--- config.mk ---
export PLATFORM = sky130hd
export DESIGN_NAME = tcc_device_flat
export DESIGN_NICKNAME = d
export VERILOG_FILES = /design/src/verilog/tcc_pkg.sv /design/src/verilog/tcc_link_if.sv /design/src/verilog/tcc_noise_filter.sv /design/src/verilog/tcc_device.sv /design/src/flat_wrapper.sv
export SDC_FILE = /design/constraint.sdc
export NUM_CORES = 1
export LEC_CHECK = 0
export BUFFER_PORTS_ARGS = -buffer_cell sky130_fd_sc_hd__buf_2
export CORE_MARGIN = 2
export CORE_UTILIZATION = 50
export DETAILED_ROUTE_END_ITERATION = 7
export HOLD_SLACK_MARGIN = 0.02
export PLACE_DENSITY = 0.69
export SYNTH_ARGS = -nofsm -noshare
export SYNTH_HDL_FRONTEND = slang
export SYNTH_SLANG_ARGS = --single-unit
--- constraint.sdc ---
create_clock -name pclk -period 4.4 [get_ports pclk]
set_clock_uncertainty 0.05 [all_clocks]
set_input_delay 0.66 -clock pclk [delete_from_list [all_inputs] [get_ports pclk]]
set_output_delay 0.66 -clock pclk [all_outputs]
set_load 0.1 [all_outputs]
--- src/verilog/tcc_pkg.sv ---
// Purpose: Shared constants and types for the timer capture/compare block
// Assumes: 8-bit internal bus between controller and device
// Notes: Device addresses are four-bit word indices
package tcc_pkg;
    localparam logic [3:0] DEV_CAP_LOW = 4'h0;
    localparam logic [3:0] DEV_CAP_HIGH = 4'h1;
    localparam logic [3:0] DEV_CMPA_LOW = 4'h2;
    localparam logic [3:0] DEV_CMPA_HIGH = 4'h3;
    localparam logic [3:0] DEV_CMPB_LOW = 4'h4;
    localparam logic [3:0] DEV_CMPB_HIGH = 4'h5;
    localparam logic [3:0] DEV_CTRL = 4'h6;
    localparam logic [3:0] DEV_MODE = 4'h7;
    localparam logic [3:0] DEV_IRQ_EN = 4'h8;
    localparam logic [3:0] DEV_FLAGS = 4'h9;
    localparam logic [3:0] DEV_FORCE = 4'hA;
    localparam int CTRL_FILTER_BIT = 0;
    localparam int CTRL_EDGE_BIT = 1;
    localparam int CTRL_SRC_BIT = 2;
    localparam int MODE_WGM_LSB = 0;
    localparam int MODE_COMA_LSB = 4;
    localparam int MODE_COMB_LSB = 6;
    localparam int FLAG_CAP_BIT = 0;
    localparam int FLAG_CMPA_BIT = 1;
    localparam int FLAG_CMPB_BIT = 2;
    localparam logic [7:0] RST_BYTE = 8'h00;
    localparam logic [15:0] RST_WORD = 16'h0000;
    localparam logic [15:0] TOP_8BIT = 16'h00FF;
    localparam logic [15:0] TOP_9BIT = 16'h01FF;
    localparam logic [15:0] TOP_10BIT = 16'h03FF;
    localparam logic [15:0] TOP_MAX = 16'hFFFF;
    localparam int FILTER_DEPTH = 4;
    localparam logic [11:0] HOST_CMD = 12'h000;
    localparam logic [11:0] HOST_STATUS = 12'h004;
    localparam logic [11:0] HOST_ACK = 12'h008;
    localparam int CMD_DATA_LSB = 8;
    localparam int CMD_WR_BIT = 16;
    localparam int CMD_RD_BIT = 17;
    localparam int STAT_DATA_LSB = 8;
    localparam int STAT_IRQ_LSB = 16;

    typedef enum logic [1:0] {
        TCC_IDLE,
        TCC_ISSUE,
        TCC_CAPT
    } tcc_host_state_t;
endpackage

--- src/verilog/tcc_link_if.sv ---
// Purpose: Internal 8-bit bus between controller and capture/compare device
// Assumes: Both ends clocked by the same pclk
// Notes: Strobes are one-cycle pulses
`timescale 1ns/1ps
interface tcc_link_if;
    logic [3:0] bus_addr;
    logic bus_wr;
    logic bus_rd;
    logic [7:0] bus_wdata;
    logic [7:0] bus_rdata;
    logic [2:0] irq_req;
    logic [2:0] irq_ack;

    modport device (
        input bus_addr, bus_wr, bus_rd, bus_wdata, irq_ack,
        output bus_rdata, irq_req
    );
    modport host (
        output bus_addr, bus_wr, bus_rd, bus_wdata, irq_ack,
        input bus_rdata, irq_req
    );
endinterface

--- src/verilog/tcc_noise_filter.sv ---
// Purpose: Four-sample majority-free noise filter for the capture input
// Assumes: level_in already sampled on pclk
// Notes: Disabled path has one cycle, enabled path four more
`timescale 1ns/1ps
module tcc_noise_filter (
    input wire logic pclk,
    input wire logic presetn,
    input wire logic enable,
    input wire logic level_in,
    output logic level_out
);
    typedef struct packed {
        logic [tcc_pkg::FILTER_DEPTH-1:0] hist;
        logic out;
    } tcc_filt_t;

    tcc_filt_t s_reg;
    tcc_filt_t s_next;

    always_comb
    begin
        s_next = s_reg;
        s_next.hist = {s_reg.hist[tcc_pkg::FILTER_DEPTH-2:0], level_in};
        if (!enable)
        begin
            s_next.out = level_in;
        end
        else if (&s_reg.hist)
        begin
            s_next.out = 1'b1;
        end
        else if (~|s_reg.hist)
        begin
            s_next.out = 1'b0;
        end
    end

    always_ff @(posedge pclk or negedge presetn)
    begin
        if (!presetn)
        begin
            s_reg <= '0;
        end
        else
        begin
            s_reg <= s_next;
        end
    end

    assign level_out = s_reg.out;
endmodule

--- src/verilog/tcc_device.sv ---
// Purpose: Input capture and two output compare channels of a 16-bit timer
// Assumes: Counter, prescaler and pin logic live outside; inputs synchronous
// Notes: Shared high-byte temporary register serves capture and compare writes
// Function
// - Matching edge captures counter
// - Capture flag set with copy
// - Capture flag irq; ack or w1c clears
// - Low read latches high byte
// - Capture writable only as top
// - Select bit picks comparator source
// - Filter needs four equal samples
// - Capture idle when capture is top
// - Port output can trigger capture
// - New capture overwrites unread value
// - Software flips edge, clears flag
// - Match sets flag next tick
// - Compare flag irq; ack or w1c clears
// - Channel A can define top
// - PWM modes double buffer compares
// - CPU reaches buffer or register
// - High byte via temp, low commits
// - Force acts like match in non-PWM modes, no flag
// - Counter write blocks next-tick matches
// - Software avoids counter write at top
// - Output state kept across modes
// - Output mode bits act at once
// - Reset clears output states
//
// Local design decisions: the register addresses and the APB interface to the registers.
`timescale 1ns/1ps
module tcc_device (
    input wire logic pclk,
    input wire logic presetn,
    tcc_link_if.device link,
    input wire logic [15:0] counter_value,
    input wire logic timer_tick,
    input wire logic counter_written,
    input wire logic at_top,
    input wire logic at_bottom,
    input wire logic capture_pin,
    input wire logic capture_port_out,
    input wire logic capture_port_is_output,
    input wire logic comparator_output,
    output logic [1:0] compare_output_state,
    output logic [15:0] top_value
);
    typedef struct packed {
        logic [7:0] temp;
        logic [15:0] cap;
        logic [1:0][15:0] ocr;
        logic [1:0][15:0] buff;
        logic [1:0] ocs;
        logic [2:0] flags;
        logic [2:0] ien;
        logic [2:0] ctrl;
        logic [7:0] mode;
        logic sample;
        logic prev;
        logic block;
        logic [7:0] rdata;
        logic [2:0] irq;
        logic [15:0] top;
    } tcc_dev_t;

    tcc_dev_t s_reg;
    tcc_dev_t s_next;
    logic filtered;

    ////////////////////////////////////////////////////////////////////////
    function automatic logic is_pwm(input logic [3:0] m);
        return !(m == 4'h0 || m == 4'h4 || m == 4'hC || m == 4'hD);
    endfunction

    function automatic logic cap_is_top(input logic [3:0] m);
        return (m == 4'h8 || m == 4'hA || m == 4'hC || m == 4'hE);
    endfunction

    function automatic logic upd_at_bottom(input logic [3:0] m);
        return (m == 4'h8 || m == 4'h9);
    endfunction

    function automatic logic [15:0] pick_top(input logic [3:0] m,
                                             input logic [15:0] cap,
                                             input logic [15:0] cmpa);
        case (m)
            4'h1, 4'h5: pick_top = tcc_pkg::TOP_8BIT;
            4'h2, 4'h6: pick_top = tcc_pkg::TOP_9BIT;
            4'h3, 4'h7: pick_top = tcc_pkg::TOP_10BIT;
            4'h4, 4'h9, 4'hB, 4'hF: pick_top = cmpa;
            4'h8, 4'hA, 4'hC, 4'hE: pick_top = cap;
            default: pick_top = tcc_pkg::TOP_MAX;
        endcase
    endfunction

    // Non-PWM compare action, also used by force
    function automatic logic com_match(input logic [1:0] com, input logic cur);
        case (com)
            2'h1: com_match = ~cur;
            2'h2: com_match = 1'b0;
            2'h3: com_match = 1'b1;
            default: com_match = cur;
        endcase
    endfunction

    ////////////////////////////////////////////////////////////////////////
    tcc_noise_filter u_filter (
        .pclk(pclk),
        .presetn(presetn),
        .enable(s_reg.ctrl[tcc_pkg::CTRL_FILTER_BIT]),
        .level_in(s_reg.sample),
        .level_out(filtered)
    );

    ////////////////////////////////////////////////////////////////////////
    always_comb
    begin
        logic [3:0] wgm;
        logic [1:0] com;
        logic pwm;
        logic xfer;
        logic src;
        logic [2:0] set_f;
        logic [2:0] clr_f;
        wgm = s_reg.mode[tcc_pkg::MODE_WGM_LSB +: 4];
        com = 2'h0;
        pwm = is_pwm(wgm);
        xfer = 1'b0;
        set_f = 3'h0;
        clr_f = link.irq_ack;
        s_next = s_reg;

        // Port drives the pin when it is an output
        src = capture_port_is_output ? capture_port_out : capture_pin;
        if (s_reg.ctrl[tcc_pkg::CTRL_SRC_BIT])
        begin
            src = comparator_output;
        end
        s_next.sample = src;

        // Capture path
        s_next.prev = filtered;
        if (!cap_is_top(wgm) && filtered != s_reg.prev &&
            filtered == s_reg.ctrl[tcc_pkg::CTRL_EDGE_BIT])
        begin
            s_next.cap = counter_value;
            set_f[tcc_pkg::FLAG_CAP_BIT] = 1'b1;
        end

        // Matches in the tick right after a counter write are dropped
        if (counter_written)
        begin
            s_next.block = 1'b1;
        end
        else if (timer_tick)
        begin
            s_next.block = 1'b0;
        end

        // Compare channels
        for (int ch = 0; ch < 2; ch++)
        begin
            com = s_reg.mode[tcc_pkg::MODE_COMA_LSB + 2 * ch +: 2];
            xfer = pwm && timer_tick &&
                   (upd_at_bottom(wgm) ? at_bottom : at_top);
            if (xfer)
            begin
                s_next.ocr[ch] = s_reg.buff[ch];
            end
            if (timer_tick && pwm && at_top)
            begin
                if (com == 2'h2)
                begin
                    s_next.ocs[ch] = 1'b0;
                end
                else if (com == 2'h3)
                begin
                    s_next.ocs[ch] = 1'b1;
                end
            end
            if (timer_tick && !s_reg.block && counter_value == s_reg.ocr[ch])
            begin
                set_f[tcc_pkg::FLAG_CMPA_BIT + ch] = 1'b1;
                if (!pwm)
                begin
                    s_next.ocs[ch] = com_match(com, s_reg.ocs[ch]);
                end
                else if (com == 2'h2)
                begin
                    s_next.ocs[ch] = 1'b1;
                end
                else if (com == 2'h3)
                begin
                    s_next.ocs[ch] = 1'b0;
                end
            end
            if (link.bus_wr && link.bus_addr == tcc_pkg::DEV_FORCE &&
                link.bus_wdata[ch] && !pwm)
            begin
                s_next.ocs[ch] = com_match(com, s_reg.ocs[ch]);
            end
        end

        // Bus writes
        if (link.bus_wr)
        begin
            case (link.bus_addr)
                tcc_pkg::DEV_CAP_HIGH, tcc_pkg::DEV_CMPA_HIGH,
                tcc_pkg::DEV_CMPB_HIGH:
                begin
                    s_next.temp = link.bus_wdata;
                end
                tcc_pkg::DEV_CAP_LOW:
                begin
                    if (cap_is_top(wgm))
                    begin
                        s_next.cap = {s_reg.temp, link.bus_wdata};
                    end
                end
                tcc_pkg::DEV_CMPA_LOW, tcc_pkg::DEV_CMPB_LOW:
                begin
                    // Address bit 2 tells channel B from channel A
                    s_next.buff[link.bus_addr[2]] = {s_reg.temp, link.bus_wdata};
                    if (!pwm)
                    begin
                        s_next.ocr[link.bus_addr[2]] = {s_reg.temp, link.bus_wdata};
                    end
                end
                tcc_pkg::DEV_CTRL: s_next.ctrl = link.bus_wdata[2:0];
                tcc_pkg::DEV_MODE: s_next.mode = link.bus_wdata;
                tcc_pkg::DEV_IRQ_EN: s_next.ien = link.bus_wdata[2:0];
                tcc_pkg::DEV_FLAGS: clr_f = clr_f | link.bus_wdata[2:0];
                default: s_next.temp = s_reg.temp;
            endcase
        end

        // Hardware set beats a simultaneous clear
        s_next.flags = (s_reg.flags & ~clr_f) | set_f;

        // Bus reads, answered one cycle after the strobe
        s_next.rdata = 8'h00;
        if (link.bus_rd)
        begin
            case (link.bus_addr)
                tcc_pkg::DEV_CAP_LOW:
                begin
                    s_next.rdata = s_reg.cap[7:0];
                    s_next.temp = s_reg.cap[15:8];
                end
                tcc_pkg::DEV_CAP_HIGH: s_next.rdata = s_reg.temp;
                tcc_pkg::DEV_CMPA_LOW, tcc_pkg::DEV_CMPB_LOW:
                    s_next.rdata = pwm ? s_reg.buff[link.bus_addr[2]][7:0] :
                                         s_reg.ocr[link.bus_addr[2]][7:0];
                tcc_pkg::DEV_CMPA_HIGH, tcc_pkg::DEV_CMPB_HIGH:
                    s_next.rdata = pwm ? s_reg.buff[link.bus_addr[2]][15:8] :
                                         s_reg.ocr[link.bus_addr[2]][15:8];
                tcc_pkg::DEV_CTRL: s_next.rdata = {5'h00, s_reg.ctrl};
                tcc_pkg::DEV_MODE: s_next.rdata = s_reg.mode;
                tcc_pkg::DEV_IRQ_EN: s_next.rdata = {5'h00, s_reg.ien};
                tcc_pkg::DEV_FLAGS: s_next.rdata = {5'h00, s_reg.flags};
                default: s_next.rdata = 8'h00;
            endcase
        end

        s_next.irq = s_next.flags & s_next.ien;
        s_next.top = pick_top(s_next.mode[tcc_pkg::MODE_WGM_LSB +: 4],
                              s_next.cap, s_next.ocr[0]);
    end

    always_ff @(posedge pclk or negedge presetn)
    begin
        if (!presetn)
        begin
            s_reg <= '0;
            s_reg.top <= tcc_pkg::TOP_MAX;
        end
        else
        begin
            s_reg <= s_next;
        end
    end

    ////////////////////////////////////////////////////////////////////////
    assign link.bus_rdata = s_reg.rdata;
    assign link.irq_req = s_reg.irq;
    assign compare_output_state = s_reg.ocs;
    assign top_value = s_reg.top;
endmodule

--- src/flat_wrapper.sv ---
// flat-port wrapper written by rule: the top's interface ports become plain ports
module tcc_device_flat 
  (pclk, presetn, counter_value, timer_tick, counter_written, at_top, at_bottom, capture_pin, capture_port_out, capture_port_is_output, comparator_output, compare_output_state, top_value, link_bus_addr, link_bus_wr, link_bus_rd, link_bus_wdata, link_irq_ack, link_bus_rdata, link_irq_req);
  tcc_link_if link_i ();
  input wire logic pclk;
  input wire logic presetn;
  input wire logic [15:0] counter_value;
  input wire logic timer_tick;
  input wire logic counter_written;
  input wire logic at_top;
  input wire logic at_bottom;
  input wire logic capture_pin;
  input wire logic capture_port_out;
  input wire logic capture_port_is_output;
  input wire logic comparator_output;
  output logic [1:0] compare_output_state;
  output logic [15:0] top_value;
  input wire logic [$bits(link_i.bus_addr)-1:0] link_bus_addr;
  input wire logic [$bits(link_i.bus_wr)-1:0] link_bus_wr;
  input wire logic [$bits(link_i.bus_rd)-1:0] link_bus_rd;
  input wire logic [$bits(link_i.bus_wdata)-1:0] link_bus_wdata;
  input wire logic [$bits(link_i.irq_ack)-1:0] link_irq_ack;
  output wire logic [$bits(link_i.bus_rdata)-1:0] link_bus_rdata;
  output wire logic [$bits(link_i.irq_req)-1:0] link_irq_req;
  assign link_i.bus_addr = link_bus_addr;
  assign link_i.bus_wr = link_bus_wr;
  assign link_i.bus_rd = link_bus_rd;
  assign link_i.bus_wdata = link_bus_wdata;
  assign link_i.irq_ack = link_irq_ack;
  assign link_bus_rdata = link_i.bus_rdata;
  assign link_irq_req = link_i.irq_req;
  tcc_device u_core (.pclk(pclk), .presetn(presetn), .link(link_i), .counter_value(counter_value), .timer_tick(timer_tick), .counter_written(counter_written), .at_top(at_top), .at_bottom(at_bottom), .capture_pin(capture_pin), .capture_port_out(capture_port_out), .capture_port_is_output(capture_port_is_output), .comparator_output(comparator_output), .compare_output_state(compare_output_state), .top_value(top_value));
endmodule
==> impl_metrics.env <==
export IMPL_arrival_ps=3340
export IMPL_gp_congestion=0.924
export IMPL_stdcell_area_sq_um=8340
export IMPL_synthToLayoutAreaGrowth_pct=11.0
export IMPL_grt_usage_pct=26.4
export IMPL_run_status="finished, final reports clean"
export IMPL_max_freq_ghz=0.328
export IMPL_final_common_cell="dfrtp_1"
export IMPL_clock_sinks=142
export IMPL_totalWireLength_um=20500
export IMPL_core_area_sq_um=14600
export IMPL_die_w_um=127
export IMPL_ant_nets=0
export IMPL_cellPowerDensity_nw_per_um2=694
export IMPL_mostFrequentLayoutCells="126 x dfrtp_1, 78 x nand2_1, 70 x buf_2"
export IMPL_holdCritPathClass="in2async"
export IMPL_cp_end_kind="register"
export IMPL_ys_warn_count=0
export IMPL_clk_latency_ps=430
export IMPL_cts_root_buf="clkbuf_16"
export IMPL_min_period_ps=3050
export IMPL_ys_seq_area_share_pct=47.6
export IMPL_io_pins=72
export IMPL_holdWs_ps=250
export IMPL_drive_gt1_share_pct=28.2
export IMPL_reg2regPathDepth=6
export IMPL_synth_area_sq_um=7510
export IMPL_maxSlewViolCount=0
export IMPL_dr_pass1_iters=5
export IMPL_ctsResizeCount=0
export IMPL_tns_ps=0
export IMPL_cts_htree_levels=4
export IMPL_place_port_buffers=71
export IMPL_postCtsHoldBufs=0
export IMPL_crit_type="in2reg"
export IMPL_num_fill_cells=1251
export IMPL_cts_buffers=17
export IMPL_rsz0062_at_grt="false"
export IMPL_yosysUniqueCellTypes=64
export IMPL_crit_required_ps=4690
export IMPL_r2r_slack_ps=1420
export IMPL_ys_ff_latch=142
export IMPL_synth_cells=672
export IMPL_grt_pass1_vias=5594
export IMPL_path_max_fanout=28
export IMPL_maxCapViolations=0
export IMPL_wl_per_cell_um=22.7
export IMPL_place_area_sq_um=7750
export IMPL_synth_top_cells_by_area="dfrtp_1 42%, mux2i_1 6.7%, mux2_2 6.3%"
export IMPL_final_period_utilization_pct=69.4
export IMPL_worstReg2RegStart="u_core.s_reg[33]$_DFF_PN0_"
export IMPL_n_antenna_cell=0
export IMPL_leakagePower_nw=3.73
export IMPL_hold_viol=0
export IMPL_grt_first_pass_wirelength_um=31900
export IMPL_async_flop_share_pct=100
export IMPL_die_area_sq_um=16000
export IMPL_synth_area_per_cell_sq_um=11.2
export IMPL_drc=0
export IMPL_cts_path_max_buffers=2
export IMPL_vias_per_cell=6.19
export IMPL_grt_max_degree=89
export IMPL_ys_dominant_reg_cell="dfrtp_1"
export IMPL_routed_via_count=5594
export IMPL_final_setup_viol_count=0
export IMPL_drtIter0Drc=622
export IMPL_slew_headroom_pct=20.6
export IMPL_rows=44
export IMPL_cts_tree="done"
export IMPL_yosysTopAreaCell="dfrtp_1"
export IMPL_die_height_um=127
export IMPL_synth_top_cell_area_share_pct=42.0
export IMPL_vdd_ir_drop_max_v=0.000406
export IMPL_antenna_found_initial=0
export IMPL_grt_ovfl_total=0
export IMPL_synth_edf_count=0
export IMPL_path_clk_slew_ps=60
export IMPL_hpwlAfterDp_um=14500
export IMPL_tightest_slew_ps=1190
export IMPL_cp_start_kind="input pin"
export IMPL_start_util_pct=51.5
export IMPL_nNetsFinal=750
export IMPL_rr_endpoint="u_core.top_value[8]$_DFF_PN1_"
export IMPL_synth_nets=715
export IMPL_post_cts_buffers=0
[synthesized netlist by cell type, types with 2 or more instances]
cell type  number
nand3_1        11
clkbuf_1       12
o21a_1          4
xnor2_1        11
a22oi_1        23
buf_1           3
o21ai_0        18
nor4_2          2
a222oi_1        2
a221o_1         6
nor3_1          3
nor4_1          6
and3_1          2
a31oi_1         7
dfstp_2        16
nand4_1         4
buf_4          34
dfrtp_1       126
mux2_2         42
a31o_2          2
a211oi_1        2
buf_6           2
mux2i_1        50
nor3_4          2
o22a_1          8
nand2b_1        4
xor2_1         25
o21ai_1        21
inv_1          11
nor2b_1         6
mux4_2         16
buf_2          11
inv_2           2
o41ai_1         2
nor2_1         32
and2_1          5
a21oi_1        30
a21o_1          4
nand2_1        78
or3_1           3
[per-stage QoR]
step / instances / util, % / worst slack, ps / total power, mW
final: 904 / 57.2 / 1350 / 5.79
after global routing: 904 / 57.2 / 1260 / 6.04
after CTS: 904 / 57.2 / 1450 / 5.80
after detailed placement: 872 / 53.1 / 1080 / 4.37
after global placement: 872 / 53.1 / 1140 / 4.30
after floorplan: 672 / - / 1960 / 3.94
[routing by layer]
metal,wire (um),vias to the layer above,GRT usage (%)
met5,0,-,0
met4,586,0,10.2
met3,1380,37,5.82
met2,9900,253,42.2
met1,8630,2829,35.5
li1,-,2475,-
[how the worst max path moves through the flow]
stage / startpoint / endpoint / cells after the start
floorplan: link_bus_addr[3] / u_core.top_value[13]$_DFF_PN1_ / 8
finish: link_bus_addr[2] / u_core.top_value[9]$_DFF_PN1_ / 8
detailed placement: link_bus_addr[2] / register / 5
global route: link_bus_addr[2] / u_core.top_value[9]$_DFF_PN1_ / 8
global placement: link_bus_addr[2] / register / 5
CTS: u_core.s_reg[33]$_DFF_PN0_ / u_core.top_value[8]$_DFF_PN1_ / 6
[worst max-delay path, cell delays in order]
cell	delay (ps)
buf_2	580
nor4_2	210
and3_1	250
buf_4	210
nor2_1	920
nand2_1	170
a21o_1	220
o211ai_1	90
[layout make-up]
cell class / instances / area, sq um / share of cell area (%)
multi-input combinational: 454 / 3480 / 41.7
clock inverter: 10 / 103 / 1.23
sequential: 142 / 3570 / 42.8
inverter: 13 / 48.8 / 0.585
timing repair buffer: 79 / 422 / 5.06
clock buffer: 22 / 484 / 5.81
tap: 184 / 230 / 2.76
[kinds of logic after synthesis]
family                    after synthesis  share of synthesized area (%)
AOI/OAI and AO/OA                     140                           12.5
DFF                                   142                           47.6
buffers and inverters                  76                           6.10
and+or+nand+nor                       168                           11.4
xor gates and xnor gates               36                           4.20
muxes                                 110                           18.3
[power breakdown]
group / leakage [nW] / switching (mW) / internal, mW
logic: 1.71 / 1.39 / 0.741
clock network: 0.278 / 0.566 / 0.845
registers: 1.74 / 0.429 / 1.82
total: 3.73 / 2.39 / 3.40
No activity file was read; power rests on OpenSTA's default activity.
